<file path="src/pkg/filter_out_pkg.sv">
// constants and carrier types for the filter output stage
package filter_out_pkg;
    localparam logic [3:0] IDX_PERIOD = 4'h5;
    localparam logic [3:0] IDX_GAIN = 4'h6;
    localparam logic [3:0] IDX_FORMAT = 4'h7;
    localparam logic [3:0] IDX_CONTROL = 4'h8;
    localparam logic [15:0] PERIOD_RESET = 16'h0000;
    localparam logic [15:0] GAIN_RESET = 16'h0000;
    localparam logic [15:0] FORMAT_RESET = 16'h0000;
    localparam int GAIN_FRAC_LSB = 0;
    localparam int GAIN_EXP_LSB = 4;
    localparam int ROUND_LSB = 8;
    localparam int FMT_NEG_LSB = 0;
    localparam int FMT_WIDE_MODE = 2;
    localparam int FMT_WIDE_OUT = 3;
    localparam int FMT_MUX_LSB = 4;
    localparam int FMT_PATH_ADD = 6;
    localparam int FMT_VALID_INV = 7;
    localparam int CTRL_SYNC_DIS = 0;
    localparam int CTRL_OVF_A = 1;
    localparam int CTRL_OVF_B = 2;
    localparam int CNT_W = 20;
    localparam int TC_LATENCY = 8;
    localparam int SYNC_LATENCY = 4;
    localparam int TC_PIPE = TC_LATENCY - SYNC_LATENCY;
    localparam logic [3:0] CNT_LOW_FILL = 4'hf;
    localparam logic [6:0] RND_TRUNC = 7'h00;
    localparam logic [6:0] RND_8 = 7'h01;
    localparam logic [6:0] RND_10 = 7'h02;
    localparam logic [6:0] RND_12 = 7'h04;
    localparam logic [6:0] RND_14 = 7'h08;
    localparam logic [6:0] RND_16 = 7'h10;
    localparam logic [6:0] RND_20 = 7'h20;
    localparam logic [6:0] RND_24 = 7'h40;
    localparam logic [1:0] MUX_OFF = 2'h0;
    typedef struct packed {
        logic [31:0] a;
        logic [31:0] b;
    } path_pair_t;
    typedef struct packed {
        logic [6:0] round;
        logic [3:0] exp;
        logic [3:0] frac;
    } gain_cfg_t;
endpackage

</file>
<file path="src/core/filter_output_stage.sv">
// output stage: gain, rounding, formatting and terminal counter
`timescale 1ns/1ps
`default_nettype none
module filter_output_stage
    import filter_out_pkg::*;
(
    input wire logic mclk_in,
    input wire logic rst_in,
    input wire logic cyc_in,
    input wire logic stb_in,
    input wire logic we_in,
    input wire logic [5:0] adr_in,
    input wire logic [3:0] sel_in,
    input wire logic [31:0] dat_in,
    output logic [31:0] dat_out,
    output logic ack_out,
    input wire logic sync_n_in,
    input wire logic sample_valid_in,
    input wire path_pair_t paths_in,
    output logic [15:0] path_a_word_out,
    output logic [15:0] path_b_word_out,
    output logic valid_strobe_out,
    output logic path_a_overflow_out,
    output logic path_b_overflow_out,
    output logic terminal_count_strobe_out
);
    function automatic logic [5:0] keep_bits(input logic [6:0] code);
        unique case (code)
            RND_8: keep_bits = 6'd8;
            RND_10: keep_bits = 6'd10;
            RND_12: keep_bits = 6'd12;
            RND_14: keep_bits = 6'd14;
            RND_16: keep_bits = 6'd16;
            RND_20: keep_bits = 6'd20;
            RND_24: keep_bits = 6'd24;
            default: keep_bits = 6'd0;
        endcase
    endfunction

    // returns {overflow, 32-bit rounded and saturated word}
    function automatic logic [32:0] gain_path(input logic [31:0] x, input gain_cfg_t g);
        logic signed [55:0] p;
        logic signed [55:0] h;
        logic [5:0] n;
        logic ovf;
        logic [31:0] r;
        p = $signed({{24{x[31]}}, x}) * $signed({51'h0, 1'b1, g.frac});
        p = p <<< g.exp;
        p = p >>> 4;
        n = keep_bits(g.round);
        h = (n == 6'd0) ? 56'sh0 : (56'sh1 <<< (6'd31 - n));
        p = p + h;
        ovf = (p[55:31] != {25{p[55]}});
        r = ovf ? (p[55] ? 32'h80000000 : 32'h7fffffff) : p[31:0];
        if (n != 6'd0)
        begin
            r = r & (32'hffffffff << (6'd32 - n));
        end
        gain_path = {ovf, r};
    endfunction

    function automatic logic [31:0] sat_add(input logic [31:0] a, input logic [31:0] b);
        logic [32:0] s;
        s = {a[31], a} + {b[31], b};
        if (s[32] != s[31])
        begin
            sat_add = s[32] ? 32'h80000000 : 32'h7fffffff;
        end
        else
        begin
            sat_add = s[31:0];
        end
    endfunction

    function automatic logic [31:0] neg_sat(input logic [31:0] a);
        neg_sat = (a == 32'h80000000) ? 32'h7fffffff : (32'h0 - a);
    endfunction

    logic [15:0] period_q;
    logic [15:0] gain_reg_q;
    logic [15:0] format_q;
    logic sync_dis_q;
    logic ack_q;
    logic [31:0] rdata_q;
    logic acc;
    logic wr_lo;
    logic wr_hi;
    logic [15:0] wmask;

    assign acc = cyc_in && stb_in && !ack_q;
    assign wr_lo = acc && we_in && sel_in[0];
    assign wr_hi = acc && we_in && sel_in[1];
    assign wmask = {{8{wr_hi}}, {8{wr_lo}}};

    // bus answer one cycle after the strobe, dropped the next cycle
    always_ff @(posedge mclk_in)
    begin
        if (rst_in)
        begin
            ack_q <= 1'b0;
        end
        else
        begin
            ack_q <= acc;
        end
    end

    always_ff @(posedge mclk_in)
    begin
        if (rst_in)
        begin
            period_q <= PERIOD_RESET;
            gain_reg_q <= GAIN_RESET;
            format_q <= FORMAT_RESET;
            sync_dis_q <= 1'b0;
        end
        else
        begin
            unique case (adr_in[5:2])
                IDX_PERIOD: period_q <= (period_q & ~wmask) | (dat_in[15:0] & wmask);
                IDX_GAIN: gain_reg_q <= (gain_reg_q & ~wmask) | (dat_in[15:0] & wmask);
                IDX_FORMAT: format_q <= (format_q & ~wmask) | (dat_in[15:0] & wmask);
                IDX_CONTROL:
                begin
                    if (wr_lo)
                    begin
                        sync_dis_q <= dat_in[CTRL_SYNC_DIS];
                    end
                end
                default: ;
            endcase
        end
    end

    always_ff @(posedge mclk_in)
    begin
        if (rst_in)
        begin
            rdata_q <= 32'h0;
        end
        else if (acc)
        begin
            unique case (adr_in[5:2])
                IDX_PERIOD: rdata_q <= {16'h0, period_q};
                IDX_GAIN: rdata_q <= {16'h0, gain_reg_q};
                IDX_FORMAT: rdata_q <= {16'h0, format_q};
                IDX_CONTROL: rdata_q <= {29'h0, path_b_overflow_out, path_a_overflow_out,
                                         sync_dis_q};
                default: rdata_q <= 32'h0;
            endcase
        end
    end

    assign ack_out = ack_q;
    assign dat_out = rdata_q;

    // sync pin: three stages, change accepted once stages two and three agree
    logic sync_s1_q;
    logic sync_s2_q;
    logic sync_s3_q;
    logic sync_lvl_q;
    logic load;

    always_ff @(posedge mclk_in)
    begin
        if (rst_in)
        begin
            sync_s1_q <= 1'b1;
            sync_s2_q <= 1'b1;
            sync_s3_q <= 1'b1;
            sync_lvl_q <= 1'b1;
        end
        else
        begin
            sync_s1_q <= sync_n_in;
            sync_s2_q <= sync_s1_q;
            sync_s3_q <= sync_s2_q;
            if (sync_s2_q == sync_s3_q)
            begin
                sync_lvl_q <= sync_s3_q;
            end
        end
    end

    assign load = (sync_s2_q == sync_s3_q) && !sync_s3_q && sync_lvl_q && !sync_dis_q;

    logic [CNT_W-1:0] cnt_q;
    logic [CNT_W-1:0] reload;
    logic tc_raw_q;
    logic [TC_PIPE-1:0] tc_dly_q;

    assign reload = {period_q, CNT_LOW_FILL};

    always_ff @(posedge mclk_in)
    begin
        if (rst_in)
        begin
            cnt_q <= '0;
        end
        else if (load || cnt_q == '0)
        begin
            cnt_q <= reload;
        end
        else
        begin
            cnt_q <= cnt_q - 1'b1;
        end
    end

    always_ff @(posedge mclk_in)
    begin
        if (rst_in)
        begin
            tc_raw_q <= 1'b0;
            tc_dly_q <= '0;
        end
        else
        begin
            tc_raw_q <= load || (cnt_q == '0);
            tc_dly_q <= {tc_dly_q[TC_PIPE-2:0], tc_raw_q};
        end
    end

    assign terminal_count_strobe_out = tc_dly_q[TC_PIPE-1];

    // gain setting adopted only on a data clock so a sample never sees a half change
    gain_cfg_t gain_act_q;

    always_ff @(posedge mclk_in)
    begin
        if (rst_in)
        begin
            gain_act_q <= '0;
        end
        else if (sample_valid_in)
        begin
            gain_act_q <= gain_cfg_t'(gain_reg_q[14:0]);
        end
    end

    // clock phase for even and odd sample time, restarted by sync
    logic [2:0] phase_q;

    always_ff @(posedge mclk_in)
    begin
        if (rst_in || load)
        begin
            phase_q <= 3'h0;
        end
        else
        begin
            phase_q <= phase_q + 3'h1;
        end
    end

    logic [32:0] ga;
    logic [32:0] gb;
    logic [1:0] neg_sel;
    logic odd_time;
    logic [31:0] fa;
    logic [31:0] fb;
    logic [31:0] bsrc;
    logic [15:0] a_word;
    logic [15:0] b_word;
    logic [1:0] mux_sel;
    logic wide_out;

    assign ga = gain_path(paths_in.a, gain_act_q);
    assign gb = gain_path(paths_in.b, gain_act_q);
    assign neg_sel = format_q[FMT_NEG_LSB +: 2];
    assign mux_sel = format_q[FMT_MUX_LSB +: 2];
    assign wide_out = format_q[FMT_WIDE_OUT];

    always_comb
    begin
        odd_time = 1'b0;
        if (neg_sel != 2'h0)
        begin
            odd_time = phase_q[neg_sel - 2'h1];
        end
        fa = ((neg_sel != 2'h0) && !odd_time) ? neg_sat(ga[31:0]) : ga[31:0];
        fb = ((neg_sel != 2'h0) && odd_time) ? neg_sat(gb[31:0]) : gb[31:0];
        bsrc = format_q[FMT_PATH_ADD] ? sat_add(fa, fb) : fb;
        if (wide_out)
        begin
            a_word = bsrc[31:16];
            b_word = {bsrc[15:8], 8'h00};
        end
        else if (mux_sel != MUX_OFF)
        begin
            a_word = fa[31:16];
            b_word = 16'h0000;
        end
        else
        begin
            a_word = fa[31:16];
            b_word = bsrc[31:16];
        end
    end

    logic [15:0] a_out_q;
    logic [15:0] b_out_q;
    logic [15:0] pend_q;
    logic mux_pend_q;
    logic valid_q;
    logic ovf_a_q;
    logic ovf_b_q;

    always_ff @(posedge mclk_in)
    begin
        if (rst_in)
        begin
            a_out_q <= 16'h0000;
            b_out_q <= 16'h0000;
            pend_q <= 16'h0000;
            mux_pend_q <= 1'b0;
            valid_q <= 1'b0;
        end
        else if (sample_valid_in)
        begin
            a_out_q <= a_word;
            b_out_q <= b_word;
            pend_q <= bsrc[31:16];
            mux_pend_q <= (mux_sel != MUX_OFF) && !wide_out;
            valid_q <= 1'b1;
        end
        else if (mux_pend_q)
        begin
            a_out_q <= pend_q;
            b_out_q <= 16'h0000;
            mux_pend_q <= 1'b0;
            valid_q <= 1'b1;
        end
        else
        begin
            valid_q <= 1'b0;
        end
    end

    always_ff @(posedge mclk_in)
    begin
        if (rst_in)
        begin
            ovf_a_q <= 1'b0;
            ovf_b_q <= 1'b0;
        end
        else if (sample_valid_in)
        begin
            ovf_a_q <= ga[32];
            ovf_b_q <= gb[32];
        end
    end

    assign path_a_word_out = a_out_q;
    assign path_b_word_out = b_out_q;
    assign path_a_overflow_out = ovf_a_q;
    assign path_b_overflow_out = ovf_b_q;
    assign valid_strobe_out = valid_q ^ format_q[FMT_VALID_INV];

    // helper: clocks since last strobe
    logic [CNT_W:0] gap_q;
    logic seen_q;
    logic [CNT_W-1:0] span_q;
    logic [CNT_W-1:0] span_prev_q;
    logic [3:0] load_age_q;

    always_ff @(posedge mclk_in)
    begin
        if (rst_in)
        begin
            gap_q <= '0;
            seen_q <= 1'b0;
        end
        else if (terminal_count_strobe_out)
        begin
            gap_q <= 21'h1;
            seen_q <= 1'b1;
        end
        else
        begin
            gap_q <= gap_q + 21'h1;
        end
    end

    // helper: preset of the count now running and of the one before, clocks since a sync load
    always_ff @(posedge mclk_in)
    begin
        if (rst_in)
        begin
            span_q <= '0;
            span_prev_q <= '0;
            load_age_q <= 4'hf;
        end
        else
        begin
            if (load || cnt_q == '0)
            begin
                span_prev_q <= span_q;
                span_q <= reload;
            end
            if (load)
            begin
                load_age_q <= 4'h0;
            end
            else if (load_age_q != 4'hf)
            begin
                load_age_q <= load_age_q + 4'h1;
            end
        end
    end

    a_tc_first: assert property (@(posedge mclk_in) disable iff (rst_in)
        load |-> ##5 terminal_count_strobe_out) else $error("first strobe not 8 after sync");
    a_tc_period: assert property (@(posedge mclk_in) disable iff (rst_in)
        terminal_count_strobe_out && seen_q && load_age_q > 4'h4
        |-> gap_q == {1'b0, span_prev_q} + 21'h1) else $error("strobe period wrong");
    a_cnt_reload: assert property (@(posedge mclk_in) disable iff (rst_in)
        load |=> cnt_q == $past(reload)) else $error("counter not preset");
    a_cnt_step: assert property (@(posedge mclk_in) disable iff (rst_in)
        !load && cnt_q != '0 |=> cnt_q == $past(cnt_q) - 1'b1) else $error("counter not stepping");
    a_tc_zero: assert property (@(posedge mclk_in) disable iff (rst_in)
        cnt_q == '0 |=> tc_raw_q) else $error("no strobe at zero");
    a_sync_ignored: assert property (@(posedge mclk_in) disable iff (rst_in)
        sync_dis_q && cnt_q != '0 |=> cnt_q == $past(cnt_q) - 1'b1)
        else $error("sync taken while disabled");
    a_gain_hold: assert property (@(posedge mclk_in) disable iff (rst_in)
        !sample_valid_in |=> $stable(gain_act_q)) else $error("gain changed off data clock");
    a_ovf_flag: assert property (@(posedge mclk_in) disable iff (rst_in)
        sample_valid_in && ga[32] |=> path_a_overflow_out) else $error("overflow not flagged");
    a_mux_order: assert property (@(posedge mclk_in) disable iff (rst_in)
        sample_valid_in && mux_sel != MUX_OFF && !wide_out
        |=> valid_q && path_b_word_out == 16'h0000 ##1 valid_q && a_out_q == $past(pend_q))
        else $error("mux order broken");
    a_valid_pol: assert property (@(posedge mclk_in) disable iff (rst_in)
        sample_valid_in ##1 $stable(format_q) |-> valid_strobe_out == !format_q[FMT_VALID_INV])
        else $error("valid polarity");
    c_sync_load: cover property (@(posedge mclk_in) disable iff (rst_in) load ##5 terminal_count_strobe_out);
    c_overflow: cover property (@(posedge mclk_in) disable iff (rst_in) path_b_overflow_out);
    c_mux_pair: cover property (@(posedge mclk_in) disable iff (rst_in) mux_pend_q ##1 valid_q);
endmodule
`default_nettype wire

</file>
<file path="config.mk">
export PLATFORM = sky130hd
export DESIGN_NAME = filter_output_stage
export DESIGN_NICKNAME = d
export VERILOG_FILES = /design/src/pkg/filter_out_pkg.sv /design/src/core/filter_output_stage.sv
export SDC_FILE = /design/constraint.sdc
export NUM_CORES = 2
export LEC_CHECK = 0
export BUFFER_PORTS_ARGS = -buffer_cell sky130_fd_sc_hd__buf_2
export CAP_MARGIN = 20
export CELL_PAD_IN_SITES_DETAIL_PLACEMENT = 2
export CELL_PAD_IN_SITES_GLOBAL_PLACEMENT = 2
export CORE_ASPECT_RATIO = 1.5
export CORE_UTILIZATION = 31
export CTS_BUF_LIST = sky130_fd_sc_hd__clkbuf_8
export DETAILED_ROUTE_END_ITERATION = 8
export PLACE_DENSITY_LB_ADDON = 0.1
export SLEW_MARGIN = 25
export SYNTH_ARGS = -nofsm -noshare
export SYNTH_HDL_FRONTEND = slang
export SYNTH_SLANG_ARGS = --single-unit
</file>
<file path="constraint.sdc">
create_clock -name mclk_in -period 16.4 [get_ports mclk_in]
set_input_delay 0.82 -clock mclk_in [delete_from_list [all_inputs] [get_ports mclk_in]]
set_output_delay 0.82 -clock mclk_in [all_outputs]
set_load 0.02 [all_outputs]
</file>
[Word level (Yosys, flattened, before mapping)]
Index checks and enable logic that the tools add are counted.
Storage, ports and cells
  register bits: 181
  output and inout port bits: 69
  word-level logic and storage cells: 125
Cells by class
  add/sub/neg operators: 10
  multiply operators: 2
  magnitude comparators: 1
  eq/ne operators: 17
  shift-type cells: 4
  multiplexer cells: 29
  bitwise operators: 12
  reductions and logical operators: 26
Operators by type and width (number)
  2-to-1 mux 32 bit: 13
  adder 52 x 56 -> 56 bit: 2
  2-to-1 mux 16 bit: 7
  <<< shifter 38 x 4 -> 56 bit: 2
  multiplier 32 x 6 -> 38 bit: 2
  bitwise AND 16 bit: 4
  bitwise AND 32 bit: 2
  equality test 32 bit, second input constant: 2
  one-hot mux 16 bit (4 select lines): 1
  subtractor 1 x 32 -> 32 bit, first input constant: 2
  2-to-1 mux 56 bit: 1
  <<< shifter 2 x 6 -> 56 bit, first input constant: 1
  inequality test 24 bit: 2
  OR 16 bit: 3
  one-hot mux 5 bit (7 select lines): 1
  adder 32 x 32 -> 33 bit: 1
  << shifter 32 x 6 -> 32 bit, first input constant: 1
  zero test 20 bit: 1
  2-to-1 mux 20 bit: 1
  subtractor 20 x 1 -> 20 bit, second input constant: 1
  inverter 16 bit: 1
  equality test 4 x 3 -> 1 bit, second input constant: 3
  logical AND 1 bit: 11
  equality test 7 x 1 -> 1 bit, second input constant: 1
  25 further kinds: 35

[Longest topological paths before layout]
  word-level depth: 20
  depth in mapped cells: 71
  gate-level depth less buffers: 60

[Least setup slack after synthesis]
Ideal clock, no wire load.
  path type: input to register
  from: input paths_in[49] in the netlist's numbering
  to: register a_out_q[0], in the netlist path_a_word_out[0]
  arrival time: 13.482 ns
  required time: 16.278 ns
  path slack: 2.796 ns
  stages on the path: 56
  path buffers: 7
  cell sequence: and2_1 -> fa_1 -> fa_1 -> inv_1 -> fa_1 -> inv_1 -> ha_1 -> clkbuf_1 -> a21oi_1 -> o21ai_0 -> a221o_1 -> nor3_1 -> or2_2 -> clkbuf_1 -> mux2i_1 -> a32oi_1 -> mux4_2 -> ha_1 -> [... 20 more ...] -> nor2_1 -> a21oi_1 -> ha_1 -> clkbuf_1 -> a21oi_1 -> o21ai_0 -> a21o_1 -> a21o_1 -> a21oi_1 -> o21bai_1 -> a21oi_1 -> inv_1 -> a21boi_0 -> nand3_1 -> o21a_1 -> maj3_1 -> mux2_2 -> a221o_1
Between the ends
  longest elaborated chain between the ends: 16
  elaborated cells on any way between the ends: 19
Ends and longest elaborated chain
  start: declaration: RTL line filter_output_stage.sv:19  | input wire path_pair_t paths_in,
  multiplier 32 x 6 -> 38 bit (*): RTL line filter_output_stage.sv:47  | p = $signed({{24{x[31]}}, x}) * $signed({51'h0, 1'b1, g.frac});
  <<< shifter 38 x 4 -> 56 bit (*): RTL line filter_output_stage.sv:48  | p = p <<< g.exp;
  adder 52 x 56 -> 56 bit (*): RTL line filter_output_stage.sv:52  | p = p + h;
  inequality test 24 bit or 2-to-1 mux 32 bit (tied branches): RTL line filter_output_stage.sv:53, filter_output_stage.sv:54
  2-to-1 mux 32 bit (*): RTL line filter_output_stage.sv:54  | r = ovf ? (p[55] ? 32'h80000000 : 32'h7fffffff) : p[31:0];
  bitwise AND 32 bit: RTL line filter_output_stage.sv:57  | r = r & (32'hffffffff << (6'd32 - n));
  2-to-1 mux 32 bit (*): RTL line filter_output_stage.sv:55  | if (n != 6'd0)
  subtractor 1 x 32 -> 32 bit or equality test 32 bit (tied branches): RTL line filter_output_stage.sv:76  | neg_sat = (a == 32'h80000000) ? 32'h7fffffff : (32'h0 - a);
  2-to-1 mux 32 bit: RTL line filter_output_stage.sv:76
  2-to-1 mux 32 bit (*): RTL line filter_output_stage.sv:281  | fa = ((neg_sel != 2'h0) && !odd_time) ? neg_sat(ga[31:0]) : ga[31:0];
  adder 32 x 32 -> 33 bit: RTL line filter_output_stage.sv:64  | s = {a[31], a} + {b[31], b};
  2-to-1 mux 32 bit or inequality test 1 bit (tied branches): RTL line filter_output_stage.sv:67, filter_output_stage.sv:65
  2-to-1 mux 32 bit: RTL line filter_output_stage.sv:65  | if (s[32] != s[31])
  2-to-1 mux 32 bit: RTL line filter_output_stage.sv:283  | bsrc = format_q[FMT_PATH_ADD] ? sat_add(fa, fb) : fb;
  2-to-1 mux 16 bit (*): RTL line filter_output_stage.sv:284  | if (wide_out)
  2-to-1 mux 16 bit (*): RTL line filter_output_stage.sv:319  | else if (sample_valid_in)
  end signal: assignment: RTL line filter_output_stage.sv:321  | a_out_q <= a_word;
  end signal: assignment: RTL line filter_output_stage.sv:329  | a_out_q <= pend_q;
  end: declaration: RTL line filter_output_stage.sv:301  | logic [15:0] a_out_q;
Mark *: on every way between the ends. The rest lies on a longest branch, timed or not.
A chain may end at the register's enable or synchronous reset.

[Worst setup path in the final report]
  from: register gain_act_q[3] in the netlist's numbering
  to: register a_out_q[8], in the netlist path_a_word_out[8]
Between the ends
  longest elaborated chain between the ends: 16
  elaborated cells on any way between the ends: 31
Ends and longest elaborated chain
  start: declaration: RTL line filter_output_stage.sv:227  | gain_cfg_t gain_act_q;
  start signal: assignment: RTL line filter_output_stage.sv:237  | gain_act_q <= gain_cfg_t'(gain_reg_q[14:0]);
  multiplier 32 x 6 -> 38 bit: RTL line filter_output_stage.sv:47
  <<< shifter 38 x 4 -> 56 bit: RTL line filter_output_stage.sv:48
  adder 52 x 56 -> 56 bit: RTL line filter_output_stage.sv:52
  inequality test 24 bit or 2-to-1 mux 32 bit (tied branches): RTL line filter_output_stage.sv:53, filter_output_stage.sv:54
  2-to-1 mux 32 bit: RTL line filter_output_stage.sv:54
  bitwise AND 32 bit: RTL line filter_output_stage.sv:57
  2-to-1 mux 32 bit: RTL line filter_output_stage.sv:55
  subtractor 1 x 32 -> 32 bit or equality test 32 bit (tied branches): RTL line filter_output_stage.sv:76
  2-to-1 mux 32 bit: RTL line filter_output_stage.sv:76
  2-to-1 mux 32 bit, on equally long branches: RTL line filter_output_stage.sv:281, filter_output_stage.sv:282
  adder 32 x 32 -> 33 bit: RTL line filter_output_stage.sv:64
  2-to-1 mux 32 bit or inequality test 1 bit (tied branches): RTL line filter_output_stage.sv:67, filter_output_stage.sv:65
  2-to-1 mux 32 bit: RTL line filter_output_stage.sv:65
  2-to-1 mux 32 bit: RTL line filter_output_stage.sv:283
  2-to-1 mux 16 bit (*): RTL line filter_output_stage.sv:284
  2-to-1 mux 16 bit (*): RTL line filter_output_stage.sv:319
Marks and branches as above.

==> metrics.md <==
| Metric | Value |
|---|---|
| Residual DRC | `0` |
| Core Region | `roughly 110000 µm²` |
| Met2 wire len | `around 83 mm` |
| Crit-path max cell delay | `between 0.8 and 0.9 ns` |
| Die footprint | `117000 µm²` |
| Critical path data required time | `roughly 17 ns` |
| Asr flop ratio synth | `0` |
| Non-filler instance count after layout | `between 6000 and 7000` |
| Min Tclk post-route | `between 15 and 20 ns` |
| Number of distinct standard cells referenced by the synthesized netlist | `roughly 120` |
| Reg-to-reg setup timing slack | `0.84 ns` |
| Half-perimeter wire length after detailed placement | `137 mm` |
| CTS-repair resized insts | `0` |
| Register bit count reported by yosys | `165` |
| Final hold violation count | `0` |
| Cell types occupying the most area after synthesis | `fa_1 (11%), dfxtp_1 (9.2%), ha_1 (7.7%)` |
| Initial antenna violation count | `1` |
| Overall die height | `between 400 and 500 µm` |
| Overall overflow remaining after global route | `0` |
| Number of buffers created by CTS | `17` |
| Setup Viol. Count Final | `0` |
| Number of hold-repair buffers added at the cts stage | `0` |
| Width of the chip | `roughly 280 µm` |
| Setup repair after global routing missed its margin | `false` |
| Count of TritonRoute iterations in the first routing pass | `5` |
| Worst voltage drop across the vdd grid | `44.2 µV` |
| Library cell used as clock root buffer | `clkbuf_8` |
| DR WL/cell | `about 24 µm` |
| Total routing resource utilization after global routing | `0.272` |
| Clock slew at reported path FFs | `0.11 ns` |
| Proportion of netlist area held by the largest area contributor | `0.108` |
| Synth Cell Area | `35800 µm²` |
| Remaining max-slew budget at the tightest pin | `0.230` |
| Path class of the lowest-slack min-delay path | `reg2reg` |
| Maximum clock insertion buffer count | `2` |
| I/O pin total | `between 150 and 200` |
| Crit share post-route | `0.949` |
| Relative area change from synthesis to final layout | `9.58%` |
| Cell total after placement | `~6600` |
| Least-Margin Pin Slew | `1.14 ns` |
| Peak fanout along the critical path | `52` |
| Kind of start point of the critical path | `flop` |
| Via count of the first global-routing pass | `between 40000 and 50000` |
| Total power per unit cell area | `35.2 nW/µm²` |
| Top routing layer in use | `met4` |
| # clock sinks | `about 170` |
| Maximum Capacitance Violations | `0` |
| Primary FF master, synth | `dfxtp_1` |
| Post-route setup TNS | `0 ns` |
| Effective utilization at floorplan | `0.313` |
| Met3 wire length | `around 2.7 mm` |
| Standard cell with the maximum stage delay on the critical path | `dfxtp_2` |
| Achievable frequency | `about 64 MHz` |
| Worst setup skew after layout | `0.0183 ns` |
| Clock Latency Late Sink | `around 0.5 ns` |
| Count of buffers from port buffering | `around 150` |
| Number of violations reported at the end of detailed-routing iteration 0 | `roughly 1600` |
| Critical Path AT | `15.92 ns` |
| Final number of max-transition violations | `0` |
| Global-route wire length before repair | `between 200 and 250 mm` |
| Nature of the critical path endpoint | `flop` |
| Wl on met1 | `roughly 65 mm` |
| Post-CTS setup-driven buffer insertion count | `0` |
| H-tree level count | `4` |
| Via/cell ratio | `approximately 5.8` |
| Net count, final | `approximately 5600` |
| Outcome | `complete, no violations` |
| Residual antenna-violating net count after detailed routing | `0` |
| Number of rows created at floorplan | `approximately 150` |
| CTS tree | `built` |
| Library cell with the largest summed area after synthesis | `fa_1` |
| Count of vias placed by the detailed router | `just under 40000` |
| Pin count of the biggest net entering global routing | `86` |
| Hold_ws | `between 0.4 and 0.5 ns` |
| Sequential element share of the synthesized area | `0.0921` |
| Post-Synthesis Cells | `about 5000` |
| Drt total wl | `between 150 and 200 mm` |
| Critical Setup Path Class | `reg2reg` |
| Number of fill cells in the layout | `approximately 14000` |
| Final weighted congestion in routability-driven placement | `approximately 0.96` |
| Synth warnings | `0` |
| Reported leakage power | `17.3 nW` |
| Post-synth EDFFs | `0` |
| Proportion of layout cells with a drive suffix above 1 | `0.108` |
| Mean post-synth cell area | `a little over 7 µm²` |
-- through the flow --
| step | total power, W | setup slack (ns) | instance area (µm²) | utilization |
|---|---|---|---|---|
| 2_1_floorplan | 0.000843 | 2.80 | 35900 | - |
| 3_3_place_gp | 0.00104 | 0.746 | 38800 | 0.339 |
| 3_5_place_dp | 0.00105 | 0.656 | 38800 | 0.339 |
| 4_1_cts | 0.00140 | 0.560 | 39300 | 0.343 |
| 5_1_grt | 0.00147 | 0.0902 | 39300 | 0.343 |
| 6_report | 0.00138 | 0.840 | 39300 | 0.343 |
-- per-layer routing --
metal / track usage / vias up
met2: 0.504 / 583
met5: 0 / -
met3: 0.0121 / 282
met1: 0.300 / 19400
met4: 0.175 / 0
li1: - / 18200
-- power breakdown --
| group | total, W | switching (W) | internal [W] |
|---|---|---|---|
| clock network | 0.000338 | 0.000180 | 0.000158 |
| logic | 0.000602 | 0.000383 | 0.000220 |
| registers | 0.000442 | 0.0000181 | 0.000424 |
| total | 0.00138 | 0.000580 | 0.000802 |
-- critical path, delay by kind of cell (launching register included) --
family	cells	cell delay [ns]
fa+ha+maj	7	2.50
flops	1	0.88
buf+inv	6	0.87
simple gates	13	3.39
mux	3	1.19
compound gates	25	6.42
-- kinds of logic (layout without fill, tap and decap cells) --
| kind of cell | count (synthesis) | after routing | share of synthesized area |
|---|---|---|---|
| muxes | 185 | 185 | 0.0547 |
| adders and majority gates | 418 | 418 | 0.186 |
| buffers and inverters | 701 | 768 | 0.0771 |
| other | 1 | 17 | 0.000105 |
| and+or+nand+nor | 1941 | 1941 | 0.271 |
| DFF | 165 | 165 | 0.0921 |
| AOI/OAI and AO/OA | 1480 | 1480 | 0.287 |
| xor gates and xnor gates | 130 | 130 | 0.0318 |
-- layout by cell type (no fill, tap or decap), types with 92 or more instances in the layout --
cell      instances
ha_1            222
nor3_1          128
fa_1            194
buf_4           192
a211oi_1         97
buf_2           144
nand3_1         146
dfxtp_1         157
and2_1          320
a21oi_1         353
nand2_1         450
inv_1           394
a21o_1           92
o21ai_0         220
nor2_1          482
mux2i_1         152
-- path summary, 6_finish.rpt --
path,to,cells past startpoint,start
worst max register to register,path_a_word_out[8],54,gain_act_q[3]
worst min-delay path,sync_s2_q,1,sync_s1_q
worst min register to register,sync_s2_q,1,sync_s1_q
worst max-delay path,path_a_word_out[8],54,gain_act_q[3]
-- cell usage after synthesis (15+ instances only) --
cell type	n
o31a_1	15
o21bai_1	18
xnor2_1	77
buf_1	31
a2111oi_0	20
o211ai_1	62
a31o_2	20
buf_2	46
nor2b_1	27
nand2_1	450
o21ai_1	17
a211o_1	24
mux2i_1	152
or3_1	44
nor4_1	35
and4_1	31
a22oi_1	39
fa_1	194
a31oi_1	83
nand2b_1	34
o211a_1	17
o31ai_1	41
nor2_1	489
clkbuf_1	207
a21boi_0	18
nand4_1	79
buf_4	18
o21a_1	50
or2_2	40
nor3_1	129
a21oi_1	354
o22ai_1	34
inv_1	397
xor2_1	53
and2_1	320
a311oi_1	19
o21ai_0	221
a21o_1	92
dfxtp_1	165
a211oi_1	97
ha_1	222
nand3_1	146
o221ai_1	15
and3_1	48
mux2_2	27
-- cell type report --
| type | instances | area, µm² | share of cell area |
|---|---|---|---|
| diodes | 1 | 2.50 | 0.0000637 |
| clock buffers | 17 | 234 | 0.00596 |
| clock inverters | 15 | 214 | 0.00545 |
| inverters | 398 | 1490 | 0.0380 |
| multi-input cells | 4170 | 29900 | 0.761 |
| flip-flops and latches | 165 | 3330 | 0.0847 |
| well taps | 1540 | 1930 | 0.0491 |
| repair buffers | 338 | 2200 | 0.0561 |
Power figures use the tool's default switching activity.
